==> src/rtl/amx_regs.svh <==
// timing counts, frame layout and reset values for the sub-channel multiplexer
`ifndef AMX_REGS_SVH
`define AMX_REGS_SVH

// number of asynchronous sub-channels
`define AMX_NCH 8
// system clock period in ns
`define AMX_CLK_NS 4
// main channel bit time in ns
`define AMX_BIT_NS 40
// main channel bit time in clock cycles
`define AMX_BIT_CYC ((`AMX_BIT_NS) / (`AMX_CLK_NS))
// sample point inside a received bit, in cycles from its start
`define AMX_BIT_MID ((`AMX_BIT_CYC) / 2 - 1)
// frame: sync byte then one data and one handshake slot per channel
`define AMX_SYNC 8'ha5
`define AMX_SYNC_W 8
`define AMX_PAY_W (2 * `AMX_NCH)
`define AMX_FRAME_BITS (`AMX_SYNC_W + `AMX_PAY_W)
// payload reset value: data slots idle at one, handshake slots off
`define AMX_PAY_RST 16'haaaa
// good frames needed for lock, missed frames that drop the link
`define AMX_LOCK_FRAMES 2
`define AMX_LOSS_FRAMES 4
// front-panel switch codes
`define AMX_SW_LOCAL 2'h1
`define AMX_SW_REMOTE 2'h2
// test pulse half period in ms, and in clock cycles
`define AMX_PULSE_HALF_MS 250
`define AMX_PULSE_HALF_CYC ((`AMX_PULSE_HALF_MS) * 1000000 / (`AMX_CLK_NS))

`endif

==> src/rtl/amx_pkg.sv <==
// types shared by the sub-channel multiplexer modules
package amx_pkg;
    // operating mode taken from the front-panel switch
    typedef enum logic [1:0] {
        AMX_NORMAL = 2'b00,
        AMX_LOCAL = 2'b01,
        AMX_REMOTE = 2'b10
    } amx_mode_t;
    // main channel receive framer states
    typedef enum logic [1:0] {
        AMX_HUNT = 2'b00,
        AMX_CHECK = 2'b01,
        AMX_LOCK = 2'b10
    } amx_rx_state_t;
endpackage : amx_pkg

==> src/rtl/amx_ch_if.sv <==
// per sub-channel signals between the multiplexer core and a channel slice
`timescale 1ns/100ps
interface amx_ch_if;
    amx_pkg::amx_mode_t mode; // current test mode
    logic hw_hs; // unit carries hardware handshake
    logic link; // framer locked to the remote unit
    logic pulse; // remote loopback test pulse level
    logic term_txd; // line from the terminal
    logic term_rts; // request from the terminal
    logic rx_d; // data slot from the remote unit
    logic rx_h; // handshake slot from the remote unit
    logic slot_d; // data slot toward the remote unit
    logic slot_h; // handshake slot toward the remote unit
    logic term_rxd; // line toward the terminal
    logic term_cts; // clear toward the terminal
    logic led_td_green; // transmit indicator, low means red
    logic led_rd_green; // receive indicator, low means red
    logic led_rts; // request indicator
    logic led_cts; // clear indicator
    modport core (output mode, hw_hs, link, pulse, term_txd, term_rts, rx_d, rx_h,
        input slot_d, slot_h, term_rxd, term_cts, led_td_green, led_rd_green, led_rts, led_cts);
    modport chan (input mode, hw_hs, link, pulse, term_txd, term_rts, rx_d, rx_h,
        output slot_d, slot_h, term_rxd, term_cts, led_td_green, led_rd_green, led_rts, led_cts);
endinterface : amx_ch_if

==> src/rtl/amx_chan.sv <==
// one sub-channel slice: slot selection, loopback, port drivers and indicators
`timescale 1ns/100ps
module amx_chan (
    input wire logic clk,
    input wire logic rst,
    amx_ch_if.chan ch
);
    logic term_rxd_reg; // line toward the terminal
    logic term_rxd_next;
    logic term_cts_reg; // clear toward the terminal
    logic term_cts_next;
    logic led_td_reg; // transmit indicator
    logic led_rd_reg; // receive indicator
    logic led_rts_reg; // request indicator
    logic led_cts_reg; // clear indicator
    wire is_local = (ch.mode == amx_pkg::AMX_LOCAL);
    wire is_remote = (ch.mode == amx_pkg::AMX_REMOTE);

    // data slot: raw line level, no character decode, so any code passes
    assign ch.slot_d = is_remote ? ch.pulse : (is_local ? 1'b1 : ch.term_txd); // RULE1 RULE14
    // handshake slot sampled every frame beside the data slot
    assign ch.slot_h = ch.hw_hs & ~is_local & ch.term_rts; // RULE2 RULE19

    // line toward the terminal: echo in local loop, else the remote slot
    assign term_rxd_next = is_local ? ch.term_txd : // RULE13
        (ch.link ? ch.rx_d : 1'b1); // RULE3 RULE4 RULE15 RULE16
    // clear toward the terminal; idle when the unit has no handshake
    assign term_cts_next = ~ch.hw_hs ? 1'b0 :
        (is_local ? ch.term_rts : (ch.link & ch.rx_h)); // RULE3

    // port drivers and indicators
    always_ff @(posedge clk)
    begin
        if (rst)
        begin
            term_rxd_reg <= 1'b1;
            term_cts_reg <= 1'b0;
            led_td_reg <= 1'b0;
            led_rd_reg <= 1'b0;
            led_rts_reg <= 1'b0;
            led_cts_reg <= 1'b0;
        end
        else
        begin
            term_rxd_reg <= term_rxd_next;
            term_cts_reg <= term_cts_next;
            led_td_reg <= ~ch.term_txd; // RULE6
            led_rd_reg <= ~term_rxd_reg; // RULE6
            led_rts_reg <= ch.hw_hs & ch.term_rts; // RULE7
            led_cts_reg <= term_cts_reg; // RULE8
        end
    end

    assign ch.term_rxd = term_rxd_reg;
    assign ch.term_cts = term_cts_reg;
    assign ch.led_td_green = led_td_reg;
    assign ch.led_rd_green = led_rd_reg;
    assign ch.led_rts = led_rts_reg;
    assign ch.led_cts = led_cts_reg;

    // local echo reaches the receive indicator two cycles later
    property p_local_echo;
        @(posedge clk) disable iff (rst)
        is_local [*2] |=> (led_rd_reg == ~$past(ch.term_txd, 2));
    endproperty
    a_local_echo: assert property (p_local_echo) else $error("local echo lost"); // RULE13

    // normal mode with link: remote slot appears on the port
    property p_pass;
        @(posedge clk) disable iff (rst)
        (ch.mode == amx_pkg::AMX_NORMAL && ch.link) |=> (ch.term_rxd == $past(ch.rx_d));
    endproperty
    a_pass: assert property (p_pass) else $error("remote data not passed"); // RULE1

    // clear indicator follows the port a cycle behind
    property p_cts_led;
        @(posedge clk) disable iff (rst)
        $rose(term_cts_reg) |=> led_cts_reg;
    endproperty
    a_cts_led: assert property (p_cts_led) else $error("clear indicator late"); // RULE8

    // remote loop puts the pulse in the data slot
    property p_pulse_slot;
        @(posedge clk) disable iff (rst)
        is_remote |-> (ch.slot_d == ch.pulse);
    endproperty
    a_pulse_slot: assert property (p_pulse_slot) else $error("pulse not in slot"); // RULE14
endmodule : amx_chan

==> src/rtl/amx_top.sv <==
// sub-channel multiplexer core: framer, deframer, test pulse, mode and indicators
// What this block does
// RULE1 - carry every character unchanged, flow codes included
// RULE2 - sample RTS and CTS into composite stream; code samples only RTS, gated by hw_hs and off in local loop
// RULE3 - extract handshake states, drive far-end port
// RULE4 - local port n maps to remote port n
// RULE5 - independent full duplex channels, no configuration
// RULE6 - data indicators red at one, green zero
// RULE7 - green request indicator while terminal asserts RTS; code lights it only while hw_hs is set
// RULE8 - green clear indicator while own CTS asserted
// RULE9 - link indicator lit while remote unit connected
// RULE10 - local-loop indicator lit in local loopback
// RULE11 - remote-loop indicator lit in remote loopback
// RULE12 - normal, local, remote modes from switch
// RULE13 - local loopback echoes each port to itself
// RULE14 - remote loopback sends low-frequency test pulse
// RULE15 - normal remote presents pulse on all ports
// RULE16 - externally looped remote returns the pulse
// RULE17 - operator loops remote port, both units normal
// RULE18 - both terminals use same software flow control
// RULE19 - fixed frame slots per channel, sampled fast
`timescale 1ns/100ps
`include "amx_regs.svh"
module amx_top #(
    parameter int PULSE_HALF_CYC = `AMX_PULSE_HALF_CYC // test pulse half period
) (
    input wire logic clk,
    input wire logic rst,
    input wire logic [1:0] mode_sw,
    input wire logic hw_hs,
    input wire logic [`AMX_NCH-1:0] term_txd,
    input wire logic [`AMX_NCH-1:0] term_rts,
    output logic [`AMX_NCH-1:0] term_rxd,
    output logic [`AMX_NCH-1:0] term_cts,
    output logic main_tx,
    input wire logic main_rx,
    output logic [`AMX_NCH-1:0] led_td_green,
    output logic [`AMX_NCH-1:0] led_rd_green,
    output logic [`AMX_NCH-1:0] led_rts,
    output logic [`AMX_NCH-1:0] led_cts,
    output logic led_link,
    output logic led_local,
    output logic led_remote
);
    localparam int FB = `AMX_FRAME_BITS;
    localparam int BC = `AMX_BIT_CYC;

    // mode and test pulse
    amx_pkg::amx_mode_t mode_reg; // registered switch setting
    amx_pkg::amx_mode_t mode_next;
    logic [31:0] pulse_cnt_reg; // test pulse half period counter
    logic pulse_reg; // test pulse level, idle high
    logic led_local_reg;
    logic led_remote_reg;

    // transmit framer
    logic [3:0] tx_bit_reg; // cycles inside a main channel bit
    logic [4:0] tx_pos_reg; // bit index inside the frame
    logic [FB-1:0] tx_sh_reg; // frame shifter, msb goes out first
    logic [`AMX_PAY_W-1:0] tx_pay; // slots gathered from the channels
    wire tx_tick = (tx_bit_reg == 4'(BC - 1));
    wire tx_load = tx_tick && (tx_pos_reg == 5'(FB - 1));

    // receive deframer
    amx_pkg::amx_rx_state_t rx_state_reg;
    amx_pkg::amx_rx_state_t rx_state_next;
    logic rx_prev_reg; // previous line level for edge realignment
    logic [3:0] rx_bit_reg; // cycles since the last bit boundary
    logic [4:0] rx_pos_reg; // bits of the current frame received
    logic [FB-1:0] rx_sh_reg; // received bit history
    logic [`AMX_PAY_W-1:0] rx_pay_reg; // last good payload
    logic [2:0] rx_miss_reg; // consecutive missed syncs
    logic led_link_reg;

    // mode decode from the switch; unused code falls back to normal
    assign mode_next = (mode_sw == `AMX_SW_LOCAL) ? amx_pkg::AMX_LOCAL :
        ((mode_sw == `AMX_SW_REMOTE) ? amx_pkg::AMX_REMOTE : amx_pkg::AMX_NORMAL); // RULE12

    // mode register and test pulse; pulse restarts from idle on each entry
    always_ff @(posedge clk)
    begin
        if (rst)
        begin
            mode_reg <= amx_pkg::AMX_NORMAL;
            pulse_cnt_reg <= 32'h0;
            pulse_reg <= 1'b1;
            led_local_reg <= 1'b0;
            led_remote_reg <= 1'b0;
        end
        else
        begin
            mode_reg <= mode_next; // RULE12
            led_local_reg <= (mode_reg == amx_pkg::AMX_LOCAL); // RULE10
            led_remote_reg <= (mode_reg == amx_pkg::AMX_REMOTE); // RULE11
            if (mode_reg != amx_pkg::AMX_REMOTE)
            begin
                pulse_cnt_reg <= 32'h0;
                pulse_reg <= 1'b1;
            end
            else if (pulse_cnt_reg == 32'(PULSE_HALF_CYC - 1))
            begin
                pulse_cnt_reg <= 32'h0;
                pulse_reg <= ~pulse_reg; // RULE14
            end
            else
            begin
                pulse_cnt_reg <= pulse_cnt_reg + 32'h1;
            end
        end
    end

    // transmit framer: sync byte then fixed slots, reloaded each frame
    always_ff @(posedge clk)
    begin
        if (rst)
        begin
            tx_bit_reg <= 4'h0;
            tx_pos_reg <= 5'h0;
            tx_sh_reg <= '1;
        end
        else
        begin
            tx_bit_reg <= tx_tick ? 4'h0 : tx_bit_reg + 4'h1;
            if (tx_load)
            begin
                tx_pos_reg <= 5'h0;
                tx_sh_reg <= {`AMX_SYNC, tx_pay}; // RULE19
            end
            else if (tx_tick)
            begin
                tx_pos_reg <= tx_pos_reg + 5'h1;
                tx_sh_reg <= {tx_sh_reg[FB-2:0], 1'b1};
            end
        end
    end
    assign main_tx = tx_sh_reg[FB-1];

    // receive sampling: realign on every edge, sample mid-bit
    wire rx_edge = (main_rx != rx_prev_reg);
    wire rx_sample = ~rx_edge && (rx_bit_reg == 4'(`AMX_BIT_MID));
    wire [FB-1:0] rx_sh_new = {rx_sh_reg[FB-2:0], main_rx};
    wire sync_hit = (rx_sh_new[FB-1 -: `AMX_SYNC_W] == `AMX_SYNC);
    wire frame_done = rx_sample && (rx_pos_reg == 5'(FB - 1));
    wire miss_last = (rx_miss_reg == 3'(`AMX_LOSS_FRAMES - 1));

    // framer state: hunt any bit, confirm one frame later, then hold lock
    always_comb
    begin
        rx_state_next = rx_state_reg;
        case (rx_state_reg)
            amx_pkg::AMX_HUNT:
            begin
                if (rx_sample && sync_hit)
                    rx_state_next = amx_pkg::AMX_CHECK;
            end
            amx_pkg::AMX_CHECK:
            begin
                if (frame_done)
                    rx_state_next = sync_hit ? amx_pkg::AMX_LOCK : amx_pkg::AMX_HUNT;
            end
            amx_pkg::AMX_LOCK:
            begin
                if (frame_done && !sync_hit && miss_last)
                    rx_state_next = amx_pkg::AMX_HUNT;
            end
            default:
            begin
                rx_state_next = amx_pkg::AMX_HUNT;
            end
        endcase
    end

    // deframer registers; payload only taken from a frame with valid sync
    always_ff @(posedge clk)
    begin
        if (rst)
        begin
            rx_state_reg <= amx_pkg::AMX_HUNT;
            rx_prev_reg <= 1'b1;
            rx_bit_reg <= 4'h0;
            rx_pos_reg <= 5'h0;
            rx_sh_reg <= '1;
            rx_pay_reg <= `AMX_PAY_RST;
            rx_miss_reg <= 3'h0;
            led_link_reg <= 1'b0;
        end
        else
        begin
            rx_state_reg <= rx_state_next;
            rx_prev_reg <= main_rx;
            led_link_reg <= (rx_state_reg == amx_pkg::AMX_LOCK); // RULE9
            rx_bit_reg <= (rx_edge || rx_bit_reg == 4'(BC - 1)) ? 4'h0 : rx_bit_reg + 4'h1;
            if (rx_sample)
            begin
                rx_sh_reg <= rx_sh_new;
                rx_pos_reg <= (frame_done || rx_state_reg == amx_pkg::AMX_HUNT) ? 5'h0
                    : rx_pos_reg + 5'h1;
            end
            if (frame_done && sync_hit && rx_state_reg != amx_pkg::AMX_HUNT)
            begin
                rx_pay_reg <= rx_sh_new[`AMX_PAY_W-1:0]; // RULE3
                rx_miss_reg <= 3'h0;
            end
            else if (frame_done && rx_state_reg == amx_pkg::AMX_LOCK)
            begin
                rx_miss_reg <= miss_last ? 3'h0 : rx_miss_reg + 3'h1;
            end
        end
    end

    // one slice per port; slot pair n carries port n both ways
    for (genvar i = 0; i < `AMX_NCH; i++)
    begin : g_ch
        amx_ch_if u_if();
        assign u_if.mode = mode_reg;
        assign u_if.hw_hs = hw_hs;
        assign u_if.link = (rx_state_reg == amx_pkg::AMX_LOCK);
        assign u_if.pulse = pulse_reg;
        assign u_if.term_txd = term_txd[i];
        assign u_if.term_rts = term_rts[i];
        assign u_if.rx_d = rx_pay_reg[`AMX_PAY_W-1-2*i]; // RULE4
        assign u_if.rx_h = rx_pay_reg[`AMX_PAY_W-2-2*i]; // RULE4
        assign tx_pay[`AMX_PAY_W-1-2*i] = u_if.slot_d; // RULE4 RULE19
        assign tx_pay[`AMX_PAY_W-2-2*i] = u_if.slot_h;
        assign term_rxd[i] = u_if.term_rxd;
        assign term_cts[i] = u_if.term_cts;
        assign led_td_green[i] = u_if.led_td_green;
        assign led_rd_green[i] = u_if.led_rd_green;
        assign led_rts[i] = u_if.led_rts;
        assign led_cts[i] = u_if.led_cts;
        // independent slice per port, no shared rate or format state
        amx_chan u_ch (
            .clk(clk),
            .rst(rst),
            .ch(u_if.chan) // RULE5
        );
    end

    assign led_link = led_link_reg;
    assign led_local = led_local_reg;
    assign led_remote = led_remote_reg;

    // every frame load starts with the sync byte
    property p_sync_out;
        @(posedge clk) disable iff (rst)
        tx_load |=> (tx_sh_reg[FB-1 -: `AMX_SYNC_W] == `AMX_SYNC) && (tx_pos_reg == 5'h0);
    endproperty
    a_sync_out: assert property (p_sync_out) else $error("frame without sync"); // RULE19

    // link indicator follows the framer lock a cycle behind
    property p_link_led;
        @(posedge clk) disable iff (rst)
        (rx_state_reg == amx_pkg::AMX_LOCK) |=> led_link;
    endproperty
    a_link_led: assert property (p_link_led) else $error("link indicator off"); // RULE9

    // switch held two cycles lights the local indicator on the next cycle
    property p_local_led;
        @(posedge clk) disable iff (rst)
        (mode_sw == `AMX_SW_LOCAL) [*2] |=> led_local;
    endproperty
    a_local_led: assert property (p_local_led) else $error("local indicator off"); // RULE10

    // remote indicator only while remote mode held
    property p_remote_led;
        @(posedge clk) disable iff (rst)
        led_remote |-> $past(mode_reg) == amx_pkg::AMX_REMOTE;
    endproperty
    a_remote_led: assert property (p_remote_led) else $error("remote indicator wrong"); // RULE11
endmodule : amx_top

==> config.mk <==
export PLATFORM = sky130hd
export DESIGN_NAME = amx_top
export DESIGN_NICKNAME = d
export VERILOG_FILES = /design/src/rtl/amx_pkg.sv /design/src/rtl/amx_ch_if.sv /design/src/rtl/amx_chan.sv /design/src/rtl/amx_top.sv
export VERILOG_INCLUDE_DIRS = /design/src /design/src/rtl
export SDC_FILE = /design/constraint.sdc
export NUM_CORES = 1
export LEC_CHECK = 0
export ABC_AREA = 1
export ABC_CLOCK_PERIOD_IN_PS = 2900
export BUFFER_PORTS_ARGS = -buffer_cell sky130_fd_sc_hd__buf_2
export CORE_AREA = 3 3 108 213
export CTS_BUF_LIST = sky130_fd_sc_hd__clkbuf_4 sky130_fd_sc_hd__clkbuf_8
export CTS_CLUSTER_DIAMETER = 150
export DETAILED_ROUTE_END_ITERATION = 10
export DIE_AREA = 0 0 111 216
export GPL_TIMING_DRIVEN = 1
export MAX_ROUTING_LAYER = met4
export PLACE_DENSITY_LB_ADDON = 0.2
export RECOVER_POWER = 25
export REMOVE_ABC_BUFFERS = 1
export SYNTH_ARGS = -nofsm -noshare
export SYNTH_HDL_FRONTEND = slang
export SYNTH_SLANG_ARGS = --single-unit
==> constraint.sdc <==
create_clock -name clk -period 2.9 [get_ports clk]
set_input_delay 0.725 -clock clk [delete_from_list [all_inputs] [get_ports clk]]
set_output_delay 0.725 -clock clk [all_outputs]
set_load 0.05 [all_outputs]
# Yosys cells after proc, flatten, opt, wreduce, memory -nomap -nowiden
# Cells that the tools add are included.
[word_totals] latch_bits=0 mem_bits_rw=0 output_inout_bits=52 in_bits=22 reg_bits=173 elab_cells=211 memories=0 romBits=0
[classes] multipliers=0 reduce_logical=24 add_sub_neg=6 n_bitwise=45 n_eq_ne=19 div=0 magnitude_cmp=0 mux=51 n_shift=0
[op_table] operator="$mux 23" n=2
[op_table] operator="$mux 1" n=41
[op_table] operator="$add 32x1->32 const B" n=1
[op_table] operator="$eq 32x26->1 const B" n=1
[op_table] operator="$and 1x1->1" n=25
[op_table] operator="$not 1->1" n=20
[op_table] operator="$reduce_or 2->1" n=7
[op_table] operator="$add 5x1->5 const B" n=2
[op_table] operator="$eq 5x5->1 const B" n=2
[op_table] operator="$mux 2" n=5
[op_table] operator="$logic_and 1x1->1" n=9
[op_table] operator="$add 4x1->4 const B" n=2
[op_table] operator="$eq 4x4->1 const B" n=2
[op_table] operator="$eq 8x8->1 const B" n=1
[op_table] operator="$ne 2x2->1 const B" n=4
[op_table] operator="$eq 2x1->1 const B" n=3
[op_table] operator="$eq 2x2->1 const B" n=3
[op_table] operator="$pmux 2 s3" n=1
[op_table] operator="$mux 5" n=1
[op_table] operator="$eq 4x3->1 const B" n=1
[op_table] operator="$reduce_bool 2->1" n=2
[op_table] operator="$add 3x1->3 const B" n=1
[op_table] operator="$eq 3x2->1 const B" n=1
[op_table] operator="$mux 3" n=1
[op_table] operator="6 further kinds" n=7

# Logic depth before layout (Yosys ltp)
[logic_depth] word_depth=8 depth_mapped=11 mapped_depth_nobuf=10

# Hierarchy
# From an unflattened synthesis, not the netlist that was laid out.
[hier_totals] hier_cells=1085 area_unflattened_um2=7855.0
[modules_own_cells] module="amx_top" n_inst=1 area_per_inst_um2=5893.2 seq_area_each_um2=2502.4 cells_each=797
[modules_own_cells] module="amx_chan" n_inst=8 area_per_inst_um2=245.2 seq_area_each_um2=120.1 cells_each=36

# Least setup slack after synthesis
# Ideal clock, no wire load.
[synth_timing] path_kind="input-to-reg" start="input main_rx" end="register rx_miss_reg[1]" slack_ns=1.263 setup_time_ns=0.114 required_ns=2.786 stages=8 path_buffers=0 t_arrival_ns=1.523 cell_sequence="inv_1 nand2_1 nand2_1 nand2_4 nor2_4 nand2_2 nand2_1 nor2_1"
[synth_between] elab_chain_cells=7 word_cells_on_any_way=8 cone_classes="1 x eq/ne; 1 x bitwise; 6 x reduce/logical"
[synth_lines] item="start, declared" line="amx_top.sv:36" text="input wire logic main_rx,"
[synth_lines] item="$ne 1x1->1 (*)" line="amx_top.sv:139" text="wire rx_edge = (main_rx != rx_prev_reg);"
[synth_lines] item="$not 1->1 (*)" line="amx_top.sv:140" text="wire rx_sample = ~rx_edge && (rx_bit_reg == 4'(`AMX_BIT_MID));"
[synth_lines] item="$logic_and 1x1->1 (*)" line="amx_top.sv:140"
[synth_lines] item="$logic_and 1x1->1 (*)" line="amx_top.sv:143" text="wire frame_done = rx_sample && (rx_pos_reg == 5'(FB - 1));"
[synth_lines] item="$logic_and 1x1->1 (2 in series)" line="amx_top.sv:199" text="if (frame_done && sync_hit && rx_state_reg != amx_pkg::AMX_HUNT)"
[synth_lines] item="$reduce_or 2->1 (no line)"
[synth_lines] item="end signal, assigned" line="amx_top.sv:206" text="rx_miss_reg <= miss_last ? 3'h0 : rx_miss_reg + 3'h1;"
[synth_lines] item="end, declared" line="amx_top.sv:72" text="logic [2:0] rx_miss_reg;"
# Every way passes the cells marked *; elsewhere a longest branch is shown, timed or not.
# A chain may end at the register's enable or synchronous reset.

==> results.cfg <==
[sta]
fin_crit_sh_pct = 79.9
period_needed_ns = 2.32
hold_viol_final = 0
fmax_ghz = 0.431
rsz0062_at_grt = no
slew_violations = 0
fin_tns_setup_ns = 0
worst_pin_slew_ns = 1.07
setup_viol = 0
fin_skew_ns = 0.0166
relSlewSlack_pct = 28.6

[cells_and_area]
final_nets = 1058
final_cells = 1313
antennaDiodeCount = 0
area_delta_synth_final_pct = 9.94
layout-drive-gt1-share_pct = 12.9
multi_input_area_um2 = 3130
fillers = 2269
largest_register_ffs = 32
final-seq-area_um2 = 3460

[hold_path]
whs_endpoint = g_ch[0].u_if.mode[0]
whs_path_depth = 2
hold_class = in2reg
holdCritStartpoint = mode_sw[1]

[critical_path]
r2r-end = pulse_cnt_reg[11]
crit_type = in2reg
path_cells = clkbuf_1 > inv_1 > buf_4 > nand2_1 > nor2_1
end_kind = flip-flop
worst_path_max_delay_cell = clkbuf_1
critPathMaxFanout = 24
worst_setup_path_start_kind = input pin
reg2regPathDepth = 8
cp.arrival_ns = 2.69
cp.required_ns = 3.27
slowest_delay_ns = 0.76
cpLargestDelayFamily = buffers and inverters
crit_buf_inv = 3
r2r_start = pulse_cnt_reg[0]
r2r_slack_ns = 0.88

[clocking]
numCtsBuffers = 17
cts.htree.levels = 4
clk_pin_slew_worst_paths_ns = 0.09
cts_root_buf = clkbuf_8
post_cts_buffers = 0
insertion_delay_ns = 0.48
cts.sinks = 173
cts.path.max_buffers = 2
postCtsHoldBufs = 0
postCtsResizedCells = 0
cts_tree = done

[detailed_routing]
drt_iter0_drc = 330
met1_length_um = 6460
wl_met3_um = 471
topRoutingLayerUsed = met4
totalWireLength_um = 19500
drc = 0
via_per_inst = 4.74
dr_wl_met2_um = 11600
via_count = 6224
dr.pass1.iters = 5
drtAntennaViolNets = 0
wl_per_cell_um = 14.9

[floorplan]
die_h_um = 216
die_w_um = 111
num_rows = 76
ios = 74
core_area_um2 = 21600
initial_core_util_pct = 34.6
dieArea_um2 = 24000

[grt]
antenna_found_initial = 0
grt_max_degree = 33
grt_pass1_vias = 6308
grt_usage_pct = 17.4
gr-total-overflow = 0
grt_first_pass_wirelength_um = 31600

[run_status]
outcome = complete, no violations

[pwr]
peakVddDrop_uv = 336
p_leak_nw = 3.39
p_per_area_nw_per_um2 = 571
finalPower_mw = 4.68

[synthesis]
netlist_instances = 1006
synth_edf_count = 0
ys.flop_type = dfxtp_1
syn-cell-area_um2 = 7460
synthArstFlopShare_pct = 0
synth_warnings = 0
syn_area_per_cell_um2 = 7.42
ys_seq_area_share_pct = 46.4
ys_seq_elements = 173
ys_types = 34

[job]
cap_viol_max_count = 0

[placement]
place_congestion = 0.932
io_buffers = 73
place_inst = 1281
place_hpwl_um = 15000
## worst max-delay path by stage
| stage | depth (start not counted) | endpoint | startpoint | slack [ns] |
|---|---|---|---|---|
| finish | 5 | rx_pos_reg[2] | rst | 0.58 |
| floorplan | 8 | tx_pos_reg[4] | tx_bit_reg[0] | 0.26 |
| global placement | 4 | pulse_cnt_reg[18] | rst | 0.71 |
| CTS | 8 | pulse_cnt_reg[20] | pulse_cnt_reg[0] | 0.86 |
| global route | 5 | tx_pos_reg[4] | rst | 0.42 |
| detailed placement | 10 | rx_pay_reg[4] | main_rx | 0.68 |
## cell type report
| type | count | area share [%] |
|---|---|---|
| well taps | 273 | 4.16 |
| flip-flops and latches | 173 | 42.2 |
| multi-input cells | 663 | 38.1 |
| clock buffers | 17 | 2.85 |
| inverters | 89 | 4.13 |
| clock inverters | 15 | 3.13 |
| repair buffers | 83 | 5.41 |
## cells by family (layout without fill, tap and decap cells)
kind of cell    count (synthesis)  count (layout)  share of synthesized area, %
flops                         173             173                          46.4
simple gates                  546             546                          31.2
compound gates                 92              92                          7.36
buf+inv                       170             204                          11.7
fa+ha+maj                       9               9                          1.51
xor+xnor                       16              16                          1.88
## placed cells by master (no fill, tap or decap), drive strengths merged, types with 20 or more instances in the layout
cell / n
dfxtp: 173
nor2: 181
nand3: 88
o211ai: 31
buf: 80
a21oi: 34
nand2: 249
clkbuf: 20
o21ai: 22
inv: 92
## cell usage after synthesis (all sizes together) (9+ instances only)
master / n / share of area, %
nand2: 249 / 13
nor2: 181 / 10
dfxtp: 173 / 46
inv: 88 / 4.4
nand3: 88 / 5.9
buf: 71 / 6.6
a21oi: 34 / 2.3
o211ai: 31 / 3.1
o21ai: 22 / 1.5
nand4: 18 / 1.5
xor2: 12 / 1.4
clkbuf: 10 / 0.50
ha: 9 / 1.5
## stage by stage
stage | hold WS, ns | util (%) | instance area (um^2) | setup slack, ns
2_1_floorplan | 0.427 | - | 6930 | 0.260
3_3_place_gp | 0.393 | 35.8 | 7730 | 0.712
3_5_place_dp | 0.399 | 35.8 | 7730 | 0.679
4_1_cts | 0.360 | 38.1 | 8220 | 0.855
5_1_grt | 0.363 | 38.0 | 8210 | 0.424
6_report | 0.401 | 38.0 | 8210 | 0.582
## layer usage
metal | up-vias | track usage [%]
li1 | 3193 | -
met1 | 2862 | 15.0
met2 | 111 | 34.1
met3 | 58 | 2.95
met4 | 0 | 10.3
met5 | - | -
## power breakdown
part | internal (mW) | total (mW) | switching, mW
Sequential | 2.40 | 2.41 | 0.0133
Clock | 1.12 | 2.06 | 0.933
Combinational | 0.0495 | 0.211 | 0.161
Note: power is estimated with default switching activity, not from simulation.
